`config.mk`:
```
export PLATFORM = sky130hd
export DESIGN_NAME = vcuc_ctl
export DESIGN_NICKNAME = d
export VERILOG_FILES = /design/src/hw/vcuc_pkg.sv /design/src/hw/vcuc_ctl.sv
export SDC_FILE = /design/constraint.sdc
export NUM_CORES = 1
export LEC_CHECK = 0
export ABC_AREA = 1
export BUFFER_PORTS_ARGS = -buffer_cell sky130_fd_sc_hd__buf_2
export CAP_MARGIN = 20
export CORE_ASPECT_RATIO = 0.8
export CORE_MARGIN = 2
export CORE_UTILIZATION = 62
export CTS_CLUSTER_DIAMETER = 150
export DETAILED_ROUTE_END_ITERATION = 12
export HOLD_SLACK_MARGIN = 0.03
export PLACE_DENSITY = 0.81
export SYNTH_ARGS = -nofsm -noshare
export SYNTH_HDL_FRONTEND = slang
export SYNTH_SLANG_ARGS = --single-unit
```
`constraint.sdc`:
```
create_clock -name clk_i -period 7.6 [get_ports clk_i]
set_input_delay 1.9 -clock clk_i [delete_from_list [all_inputs] [get_ports clk_i]]
set_output_delay 1.9 -clock clk_i [all_outputs]
set_load 0.02 [all_outputs]
```
`src/hw/vcuc_pkg.sv`:
```
// Package of constants and types for the adjust line counter control core.
package vcuc_pkg;
    // Clock rate in kilohertz, used to turn times into cycle counts.
    localparam int unsigned CLK_KHZ        = 100000;
    // Counter width and number of steps of the current setting.
    localparam int unsigned SET_W          = 7;
    localparam int unsigned SET_STEPS      = 128;
    // Setting limits.
    localparam logic [6:0]  SET_MIN        = 7'h00;
    localparam logic [6:0]  SET_MAX        = 7'h7F;
    // Reset value of the counter before the stored value is loaded.
    localparam logic [6:0]  SET_RST        = 7'h00;
    // Longest excursion that is rejected, in microseconds.
    localparam int unsigned REJECT_US      = 20;
    // Least width of a count or programming pulse, in microseconds.
    localparam int unsigned COUNT_US       = 200;
    // Longest time allowed for the internal memory write, in milliseconds.
    localparam int unsigned PROG_MS        = 100;
    // Cycle counts derived from the times above.
    localparam int unsigned REJECT_CYC     = REJECT_US * CLK_KHZ / 1000;
    localparam int unsigned COUNT_CYC      = COUNT_US * CLK_KHZ / 1000;
    localparam int unsigned PROG_CYC       = PROG_MS * CLK_KHZ;
    // Width of the pulse width counter.
    localparam int unsigned WID_W          = 16;

    // Decoded level of the four level adjust line.
    typedef enum logic [1:0] {
        VCUC_LVL_MID  = 2'b00,  // Idle middle level.
        VCUC_LVL_LOW  = 2'b01,  // Low level, count up.
        VCUC_LVL_HIGH = 2'b10,  // High level, count down.
        VCUC_LVL_PROG = 2'b11   // Programming level.
    } vcuc_lvl_t;
endpackage : vcuc_pkg

```
`src/hw/vcuc_ctl.sv`:
```
// Control core: pulse filter, saturating counter and memory commit.
// Operation
// - Count only while the gate is high.
// - Mid-to-low pulse increments the counter.
// - Mid-to-high pulse decrements the counter.
// - Programming level writes counter into memory.
// - Counter saturates at both ends.
// - Counter value drives the current DAC.
// - Stored value loads into counter at start.
// - Excursions under 20 us are rejected.
// - First detected count pulse after power-up ignored.
// - Held programming level writes within 100 ms.
module vcuc_ctl #(
    parameter int unsigned PROG_CYCLES   = vcuc_pkg::PROG_CYC,  // Write time.
    parameter int unsigned COUNT_CYCLES  = vcuc_pkg::COUNT_CYC, // Count width.
    parameter int unsigned REJECT_CYCLES = vcuc_pkg::REJECT_CYC // Glitch width.
) (
    input  wire logic                        clk_i,      // 100 MHz clock.
    input  wire logic                        rst_i,      // Async reset.
    input  wire logic [1:0]                  adj_lvl_i,  // Decoded line.
    input  wire logic                        gate_i,     // Count gate.
    input  wire logic [vcuc_pkg::SET_W-1:0]  nvm_val_i,  // Stored value.
    output logic [vcuc_pkg::SET_W-1:0]       dac_set_o,  // DAC setting.
    output logic                             nvm_we_o,   // Write strobe.
    output logic [vcuc_pkg::SET_W-1:0]       nvm_wdata_o, // Write data.
    output logic                             prog_busy_o // Write busy.
);
    import vcuc_pkg::*;

    // Pulse width counter saturates at the count width.
    localparam logic [WID_W-1:0] WID_REJ = WID_W'(REJECT_CYCLES);
    localparam logic [WID_W-1:0] WID_CNT = WID_W'(COUNT_CYCLES);

    vcuc_lvl_t               lvl;            // Current line level.
    vcuc_lvl_t               cur_q;          // Level of the running pulse.
    logic [WID_W-1:0]        wid_q;          // Width of the running pulse.
    logic                    armed_q;        // First pulse was discarded.
    logic                    loaded_q;       // Stored value was loaded.
    logic                    pulse_end;      // A pulse just ended.
    logic                    pulse_ok;       // Ended pulse is long enough.
    logic                    prog_req;       // Programming pulse qualified.
    logic [31:0]             prog_cnt_q;     // Write time counter.
    logic [SET_W-1:0]        cnt_q;          // The setting counter.
    logic [31:0]             busy_len_q;     // Busy cycles seen so far.

    assign lvl       = vcuc_lvl_t'(adj_lvl_i);
    // A pulse ends when the line leaves its non-middle level for any other level.
    assign pulse_end = (cur_q != VCUC_LVL_MID) && (lvl != cur_q);
    // Rejected and unspecified widths both fall short of the count width.
    assign pulse_ok  = (wid_q >= WID_CNT) && (wid_q > WID_REJ);
    // Programming needs the full width at the programming level.
    assign prog_req  = (cur_q == VCUC_LVL_PROG) && (wid_q == WID_CNT - 1)
                       && (lvl == VCUC_LVL_PROG);

    // Pulse tracker: measures how long the line stays off the middle.
    always_ff @(posedge clk_i or posedge rst_i) begin
        if (rst_i) begin
            cur_q <= VCUC_LVL_MID;
            wid_q <= '0;
        end else if (lvl != cur_q) begin
            // A new level starts a new measurement.
            cur_q <= lvl;
            wid_q <= '0;
        end else if (wid_q != WID_CNT) begin
            // Count up to the count width and hold there.
            wid_q <= wid_q + 1'b1;
        end
    end

    // First count pulse after power-up is swallowed.
    always_ff @(posedge clk_i or posedge rst_i) begin
        if (rst_i) begin
            armed_q <= 1'b0;
        end else if (pulse_end && cur_q != VCUC_LVL_PROG) begin
            armed_q <= 1'b1;
        end
    end

    // Setting counter with power-on load and saturation.
    always_ff @(posedge clk_i or posedge rst_i) begin
        if (rst_i) begin
            cnt_q    <= SET_RST;
            loaded_q <= 1'b0;
        end else if (!loaded_q) begin
            // Load the stored value on the first edge after reset.
            cnt_q    <= nvm_val_i;
            loaded_q <= 1'b1;
        end else if (pulse_end && pulse_ok && armed_q && gate_i) begin
            if (cur_q == VCUC_LVL_LOW && cnt_q != SET_MAX) begin
                cnt_q <= cnt_q + 1'b1;
            end else if (cur_q == VCUC_LVL_HIGH && cnt_q != SET_MIN) begin
                cnt_q <= cnt_q - 1'b1;
            end
        end
    end

    // Memory commit: one write strobe, with busy raised in the same cycle and held for the write time.
    always_ff @(posedge clk_i or posedge rst_i) begin
        if (rst_i) begin
            nvm_we_o    <= 1'b0;
            nvm_wdata_o <= SET_RST;
            prog_busy_o <= 1'b0;
            prog_cnt_q  <= '0;
        end else begin
            nvm_we_o <= 1'b0;
            if (prog_busy_o) begin
                // Busy ends when the write time runs out.
                if (prog_cnt_q == PROG_CYCLES - 1) begin
                    prog_busy_o <= 1'b0;
                end
                prog_cnt_q <= prog_cnt_q + 1;
            end else if (prog_req && loaded_q) begin
                nvm_we_o    <= 1'b1;
                nvm_wdata_o <= cnt_q;
                prog_busy_o <= 1'b1;
                prog_cnt_q  <= '0;
            end
        end
    end

    // The DAC setting comes straight from a register.
    always_ff @(posedge clk_i or posedge rst_i) begin
        if (rst_i) begin
            dac_set_o <= SET_RST;
        end else begin
            dac_set_o <= cnt_q;
        end
    end

    // Length of the running busy period, counted apart from the write
    // timer so that the busy checks do not lean on the logic they guard.
    always_ff @(posedge clk_i or posedge rst_i) begin
        if (rst_i) begin
            busy_len_q <= '0;
        end else if (prog_busy_o) begin
            // Busy stands, so one more cycle is counted.
            busy_len_q <= busy_len_q + 32'h1;
        end else begin
            // Idle, ready to time the next write.
            busy_len_q <= '0;
        end
    end
endmodule : vcuc_ctl

```
Word-level counts from Yosys, hierarchy flattened. Index checks and enable logic that the tools add are counted.

Bits in read-only memories: 0. Memories: 0. Bits in registers: 75. Bits in latches: 0. Input bits: 12. Word-level logic and storage cells: 58. Output and inout bits: 16. RAM bits: 0.

$add $sub $neg: 4. Shifts and indexed selects: 0. Multiply operators: 0. Bitwise gates (word level): 1. Muxes and demuxes: 12. Equality and inequality tests: 12. Magnitude comparators: 2. Divide/modulo/power cells: 0. Reduce and logical (&&, ||, !) cells: 17.

Operators with widths (count): $mux 32 (2); $add 32x1->32 const B (1); $eq 32x24->1 const B (1); $mux 16 (2); $mux 7 (4); $add 16x1->16 const B (1); $eq 16x15->1 const B (1); $ge 16x15->1 const B (1); $gt 16x11->1 const B (1); $ne 16x15->1 const B (1); $logic_and 1x1->1 (11); $add 7x1->7 const B (1); $ne 7x7->1 const B (1); $reduce_bool 7->1 (1); $sub 7x1->7 const B (1); $eq 2x2->1 const B (3); $reduce_bool 2->1 (3); $mux 1 (4); $reduce_and 2->1 (2); $ne 3x1->1 const B (1); $eq 2x1->1 const B (1); $ne 2x1->1 const B (1); $ne 2x2->1 (1); $ne 2x2->1 const B (1); $not 1->1 (1).

Depth between registers and ports, before layout. Gate-level depths: netlist of the first run.

Depth after elaboration: 7. Gate-level depth with buffers: 15. Mapped depth without buffers: 15.

Worst setup path after synthesis of the first run. No wires, ideal clock.

Path kind: input -> register. From: input adj_lvl_i[1]. To: register prog_cnt_q[7]. Data required time: 7472 ps. Cell stages on the path: 8. Arrival time: 2668 ps. Path buffers: 1. Path slack: 4804 ps. Library setup time: 128 ps. Cells stage by stage: nand4_1 nor3_1 nand2_1 nor2_2 nand2_2 buf_6 nand3_1 o21ai_0.

Cells in the longest elaborated chain, start to end: 4.

RTL lines: from (decl) (RTL line vcuc_ctl.sv:20) `input wire logic [1:0] adj_lvl_i,`; $eq 2x2->1 (RTL line vcuc_ctl.sv:53) `&& (lvl == VCUC_LVL_PROG);`; $logic_and 1x1->1 (RTL line vcuc_ctl.sv:53); $logic_and 1x1->1 (RTL line vcuc_ctl.sv:112) `end else if (prog_req && loaded_q) begin`; $reduce_bool 2->1 (no source line); to (signal assigned) (RTL line vcuc_ctl.sv:111) `prog_cnt_q <= prog_cnt_q + 1;`; to (decl) (RTL line vcuc_ctl.sv:42) `logic [31:0] prog_cnt_q;`.

Every way passes these cells. A chain may end at the register's enable or synchronous reset.

Final worst setup path of the first run.
From: register prog_busy_o. To: output prog_busy_o.

RTL lines: from (decl) (RTL line vcuc_ctl.sv:26) `output logic prog_busy_o`; from (signal assigned) (RTL line vcuc_ctl.sv:102) `prog_busy_o <= 1'b0;`; from (signal assigned) (RTL line vcuc_ctl.sv:109) `prog_busy_o <= 1'b0;`; from (signal assigned) (RTL line vcuc_ctl.sv:115) `prog_busy_o <= 1'b1;`.

No word-level cell between the ends.

==> reports/metrics.cfg, run 1 <==
[route]
ant_nets = 0
num_vias = 4115
first_pass_iters = 6
wirelength_mm = 10.37
wl_per_cell_um = 14.26
vias_per_cell = 5.660
drtIter0Drc = 400
drc = 0

[placement]
portBuffers = 27
dp_hpwl_mm = 7.375
globalplace.congestion = 0.9754

[timing]
rsz0062_at_grt = no
slew_viol_final = 0
worstMarginPinSlew_ps = 941.7
slew_headroom = 0.3699
clock_skew_ps = 7.418
max_freq_mhz = 299.2
tns_ps = 0
hold_ws_ps = 447.3
setup_viol = 0
hold_viol_final = 0
period_minus_slack_ps = 3342
period_share = 0.4397

[worst_setup_path]
cp.arrival_ps = 1440
cp.required_ps = 5700
crit_buf_inv = 1
cpMaxStageDelayCell = dfrtp_1
cp-start-kind = flip-flop
end_kind = output pin
r2r_slack_ps = 5330
worstPathMaxFanout = 18
critPathMaxStageDelay_ps = 790
path_class = flip-flop to output pin
critPathTopFamily = flip-flops
worstPathCellList = buf_2

[logic_synthesis]
synth_nets = 629
synth_warnings = 0
avgSynthCellArea_um2 = 7.178
ys_types = 34
syn-cell-area_um2 = 4364
ys_seq_elements = 75
yosysSeqAreaShare = 0.4300
syn_inst = 608

[clocking]
post_cts_buffers = 0
root_buffer = clkbuf_8
htreeDepth = 3
cts_made_buffers = 9
clock-sinks = 75
ctsHoldBuffers = 0
cts_resized = 0
path_clk_slew_ps = 80
cts_tree = done
clk_latency_ps = 360
clk_path_buf_depth = 2

[global_routing]
gr-total-overflow = 0
track_usage = 0.2836
grt_pass1_vias = 3819
grt_start_max_net_pins = 76
antenna_found_initial = 0
grt_pass1_wl_mm = 17.51

[floorplan]
row_count = 27
die_x_um = 97.80
ios = 28
design.die.area_um2 = 7730
start_util = 0.6364
core_area_um2 = 6858
die_h_um = 79.04

[cells_and_area]
drive_gt1_frac = 0.1063
final_common_cell = nand2_1
diodes = 0
mostFrequentLayoutCells = 183 x nand2_1, 75 x dfrtp_1, 70 x inv_1
areaGrowthSynthToFinish_pct = 8.888
nets = 656

[power]
pwr-share-seq = 0.501
p_clk_frac = 0.366
swShare = 0.2862
power_density_nw_per_um2 = 182.1
combPwrFrac = 0.133
cellLeakagePower_nw = 2.503
switchingPower_uw = 247.6
vdd_drop_max_v = 0.0001287
internal_power_uw = 617.6

[outcome]
status = finished clean

[job]
cap_violations = 0

[worst_hold_path]
hold_path.class = flip-flop to flip-flop

[logic make-up after synthesis]
| kind of cell | Yosys count | synth area share |
|---|---|---|
| simple gates | 369 | 0.3750 |
| buf+inv | 85 | 0.07798 |
| flops | 75 | 0.4300 |
| compound gates | 61 | 0.07254 |
| fa+ha+maj | 9 | 0.02752 |
| xor+xnor | 8 | 0.01606 |
| other cells | 1 | 0.0008593 |
[flip-flops by register name, indices dropped and copies added (netlist names)]
name,flops
nvm_wdata_o,7
loaded_q,1
armed_q,1
cnt_q,7
nvm_we_o,1
prog_busy_o,1
dac_set_o,7
prog_cnt_q,32
wid_q,16
cur_q,2
[metrics by stage]
step / setup WS, ps / cell area [µm²] / power [mW] / instances / util
floorplan: 3790 / 4364 / 0.5242 / 608 / -
global placement: 4256 / 4549 / 0.5509 / 711 / 0.6634
detailed placement: 4121 / 4549 / 0.5562 / 711 / 0.6634
CTS: 4274 / 4752 / 0.8692 / 727 / 0.6929
global route: 4206 / 4752 / 0.9033 / 727 / 0.6929
finish: 4258 / 4752 / 0.8652 / 727 / 0.6929
[Yosys cell counts (all sizes together)]
cell / number / share of area
nand3: 65 / 0.075
nand3b: 1 / 0.0017
buf: 8 / 0.012
nor3b: 1 / 0.0017
nor2: 66 / 0.062
conb: 1 / 0.00086
or2: 3 / 0.0049
a21oi: 16 / 0.018
a21o: 1 / 0.0017
xnor2: 3 / 0.0060
o211ai: 1 / 0.0017
fa: 1 / 0.0046
o2111a: 1 / 0.0026
ha: 8 / 0.023
o21ai: 42 / 0.048
clkbuf: 4 / 0.0034
xor2: 5 / 0.010
nor3: 22 / 0.029
dfrtp: 75 / 0.43
inv: 73 / 0.063
nand2: 189 / 0.17
nor4: 4 / 0.0057
nand4: 17 / 0.028
nand2b: 1 / 0.0014
[power by group through the flow]
stage	sequential [mW]	combinational, mW	clock (mW)
after floorplan	0.445	0.0787	0
after global placement	0.441	0.110	0
after detailed placement	0.441	0.115	0
after CTS	0.434	0.116	0.320
after global routing	0.437	0.132	0.335
final	0.434	0.115	0.316
[layout make-up]
type	count	area (µm²)
inverter	73	274.0
multi-input combinational	448	2147
clock inverter	6	65.06
timing repair buffer	28	142.6
tap	87	108.9
sequential	75	1877
fill	555	2106
clock buffer	10	137.6
[path summary, 6_finish.rpt]
path	start	endpoint	cells past startpoint
max in group asynchronous	rst_i	dac_set_o[2]$_DFF_PP0_	3
hold reg to reg	cnt_q[4]$_DFFE_PP0P_	dac_set_o[4]$_DFF_PP0_	0
setup / recovery	prog_busy_o$_DFF_PP0_	prog_busy_o	1
min in group asynchronous	rst_i	wid_q[8]$_DFFE_PP0P_	3
hold / removal	cnt_q[4]$_DFFE_PP0P_	dac_set_o[4]$_DFF_PP0_	0
setup reg to reg	cnt_q[0]$_DFFE_PP0P_	cnt_q[5]$_DFFE_PP0P_	12
[routing by layer]
| metal | wire [µm] | global-route usage | up-vias |
|---|---|---|---|
| li1 | - | - | 2015 |
| met1 | 4563 | 0.3916 | 1880 |
| met2 | 4575 | 0.4448 | 189 |
| met3 | 1009 | 0.07042 | 31 |
| met4 | 221 | 0.09306 | 0 |
| met5 | 0 | 0 | - |
(Power assumes the default switching activity.)
==> inputs of run 2 (changes only) <==
Settings changed: ABC_AREA 1 to 0, CORE_UTILIZATION 62 to 60, PLACE_DENSITY 0.81 to 0.79.
Clock period 7.6 ns to 3.5 ns, I/O delays scaled along.
==> run 2 against run 1 <==
Critical path depth rose by 7. Total power rose by 110%. Flip-flop and latch count did not move. Via count fell by 25%. Global-route usage fell by 2.8 points. Hold slack improved by 14 ps.
==> reports/metrics.cfg, run 2 <==
[cells_and_area]
drive_gt1_frac = 0.1546  ; +0.04832
nets = 443  ; -32%
diodes = 0  ; unchanged
stdcell_area_um2 = 4324  ; -9.0%
final_util = 0.6817  ; -0.01128
mostFrequentLayoutCells = 75 x dfrtp_1, 57 x nand2_1, 31 x nor2_1
largest-register = prog_cnt_q
fillers = 500  ; -9.9%
finalNonFillerCells = 511  ; -30%
final_common_cell = dfrtp_1
largest_reg_flops = 32  ; unchanged
reg.largest.list = prog_cnt_q (32), wid_q (16)
areaGrowthSynthToFinish_pct = 10.49

[floorplan]
start_util = 0.6170  ; -0.01942
design.die.area_um2 = 7189  ; -7.0%
die_h_um = 76.24  ; -3.5%
ios = 28  ; unchanged
row_count = 26  ; -3.7%
die_x_um = 94.30  ; -3.6%
core_area_um2 = 6344  ; -7.5%

[clocking]
path_clk_slew_ps = 80  ; about the same
root_buffer = clkbuf_8
ctsHoldBuffers = 0  ; unchanged
cts_tree = done
cts_resized = 0  ; unchanged
clk_path_buf_depth = 2  ; unchanged
clock-sinks = 75  ; unchanged
post_cts_buffers = 0  ; unchanged
htreeDepth = 3  ; unchanged
cts_made_buffers = 9  ; unchanged
clk_latency_ps = 360  ; about the same

[worst_setup_path]
cp-start-kind = flip-flop
worstReg2RegStart = cnt_q[0]$_DFFE_PP0P_
cp.arrival_ps = 3060  ; +1620 ps
cp.required_ps = 3790  ; -1910 ps
r2r_end = cnt_q[6]$_DFFE_PP0P_
end_kind = flip-flop
r2r_slack_ps = 730  ; -4600 ps
worstPathMaxFanout = 8  ; -10
path_class = flip-flop to flip-flop
rr_worst_depth = 8  ; -4

[global_routing]
grt_pass1_wl_mm = 14.19  ; -19%
track_usage = 0.2554  ; -0.02817
grt_pass1_vias = 2872  ; -25%
antenna_found_initial = 0  ; unchanged
gr-total-overflow = 0  ; unchanged
grt_start_max_net_pins = 76  ; unchanged

[logic_synthesis]
avgSynthCellArea_um2 = 9.959  ; +39%
netlist.area_leader.share = 0.4795  ; +0.04949
yosysMostFrequentCell = dfrtp_1
synth_edf_count = 0  ; unchanged
ys_top_cells_by_area = dfrtp_1 48%, nand2_1 5.5%, nand3_1 3.2%
synth_flop_cell = dfrtp_1
ys_types = 66  ; +94%
synth_nets = 414  ; -34%
yosysTopAreaCell = dfrtp_1
syn-cell-area_um2 = 3914  ; -10%
synth_warnings = 0  ; unchanged
ys_seq_elements = 75  ; unchanged
syn_inst = 393  ; -35%
async_flop_share = 1.000  ; unchanged
yosysSeqAreaShare = 0.4795  ; +0.04949
synthTopCellsByCount = 75 x dfrtp_1, 57 x nand2_1, 31 x nor2_1

[timing]
rsz0062_at_grt = no
clock_skew_ps = 5.433  ; -1.985 ps
hold_ws_ps = 461.7  ; +14.46 ps
max_freq_mhz = 361.5
period_minus_slack_ps = 2766
period_share = 0.7904
slew_headroom = 0.3808  ; +0.01090
hold_viol_final = 0  ; unchanged
layout_setup_ws_ps = 733.8  ; -3524 ps
setup_viol = 0  ; unchanged
slew_viol_final = 0  ; unchanged
tns_ps = 0  ; unchanged
worstMarginPinSlew_ps = 928.8  ; -12.88 ps

[placement]
dp.cells = 495  ; -30%
dp_hpwl_mm = 5.454  ; -26%
globalplace.congestion = 0.9010  ; -7.6%
place_area_um2 = 4108  ; -9.7%
portBuffers = 27  ; unchanged
dp_slack_ps = 844.2  ; -3277 ps

[route]
routedLengthMet1_mm = 3.991  ; -13%
drc = 0  ; unchanged
routed-wl-met3_um = 528  ; -48%
drtIter0Drc = 209  ; -48%
vias_per_cell = 6.072  ; +7.3%
first_pass_iters = 6  ; unchanged
wl_met2_mm = 3.638  ; -20%
wl_per_cell_um = 16.14  ; +13%
routed.top_layer = met4
ant_nets = 0  ; unchanged
wirelength_mm = 8.247  ; -20%
num_vias = 3103  ; -25%

[worst_hold_path]
hp-start = armed_q$_DFFE_PP0P_
worstHoldEndpoint = armed_q$_DFFE_PP0P_
hold_path.class = flip-flop to flip-flop
hold_depth = 1  ; +1

[power]
power_density_nw_per_um2 = 416.5  ; +130%
vdd_drop_max_v = 0.0002795  ; +120%
cellLeakagePower_nw = 1.927  ; -23%
power_mw = 1.801  ; +110%

[job]
cap_violations = 0  ; unchanged

[outcome]
status = finished clean

run 2: cell count changes in the layout (fill, tap and decap cells not counted), sizes merged, moves of 8 or more:
cell | previous run | this run
a21oi | 16 | 6
inv | 73 | 13
nand2 | 189 | 58
nand3 | 65 | 26
nor2 | 66 | 31
nor3 | 22 | 7
o211ai | 1 | 12
o21ai | 42 | 20
o31ai | 0 | 10
xnor2 | 3 | 11
xor2 | 5 | 13
run 2: per-layer routing:
metal	vias to the layer above	global-route usage
met2	106	0.3636
met5	-	0
met4	0	0.05942
met3	8	0.08210
li1	1482	-
met1	1507	0.3841
run 2: final cells by class:
class / instances / area [µm²] / area share
Clock buffer: 9 / 123.9 / 0.02865
Sequential cell: 75 / 1877 / 0.4340
Multi-Input combinational cell: 294 / 1927 / 0.4456
Inverter: 13 / 48.80 / 0.01128
Timing Repair Buffer: 29 / 150.1 / 0.03472
Clock inverter: 7 / 92.59 / 0.02141
Tap cell: 84 / 105.1 / 0.02431
run 2: critical path, stage by stage, from the launching register on:
cell       delay, ps
dfrtp_1          500
nand3_1          160
o21ai_1          510
fa_1             370
a211oi_1          90
o21a_1           190
or3_1            360
a2111oi_0        370
nand3b_1         160
run 2: where the power goes:
group          total [mW]  internal [mW]  switching, mW
clock network       0.736          0.398          0.337
registers           0.912          0.885         0.0267
logic               0.153         0.0584         0.0948
run 2: kinds of logic after synthesis:
logic type | share of synthesized area
XOR/XNOR | 0.05371
AND/OR/NAND/NOR | 0.2564
AO/OA/AOI/OAI | 0.1295
other | 0.0009582
multiplexers | 0.02110
buffers and inverters | 0.02813
flip-flops | 0.4795
adder cells (fa/ha/maj) | 0.03069
run 2: worst max-delay path by stage:
| stage | start | end | slack (ps) | cells past startpoint |
|---|---|---|---|---|
| global placement | cnt_q[0]$_DFFE_PP0P_ | cnt_q[6]$_DFFE_PP0P_ | 900 | 8 |
| finish | cnt_q[0]$_DFFE_PP0P_ | cnt_q[6]$_DFFE_PP0P_ | 730 | 8 |
| global route | cnt_q[0]$_DFFE_PP0P_ | cnt_q[6]$_DFFE_PP0P_ | 490 | 8 |
| detailed placement | cnt_q[0]$_DFFE_PP0P_ | cnt_q[6]$_DFFE_PP0P_ | 840 | 8 |
| CTS | cnt_q[0]$_DFFE_PP0P_ | cnt_q[6]$_DFFE_PP0P_ | 800 | 8 |
| floorplan | rst_i | armed_q$_DFFE_PP0P_ | 720 | 1 |
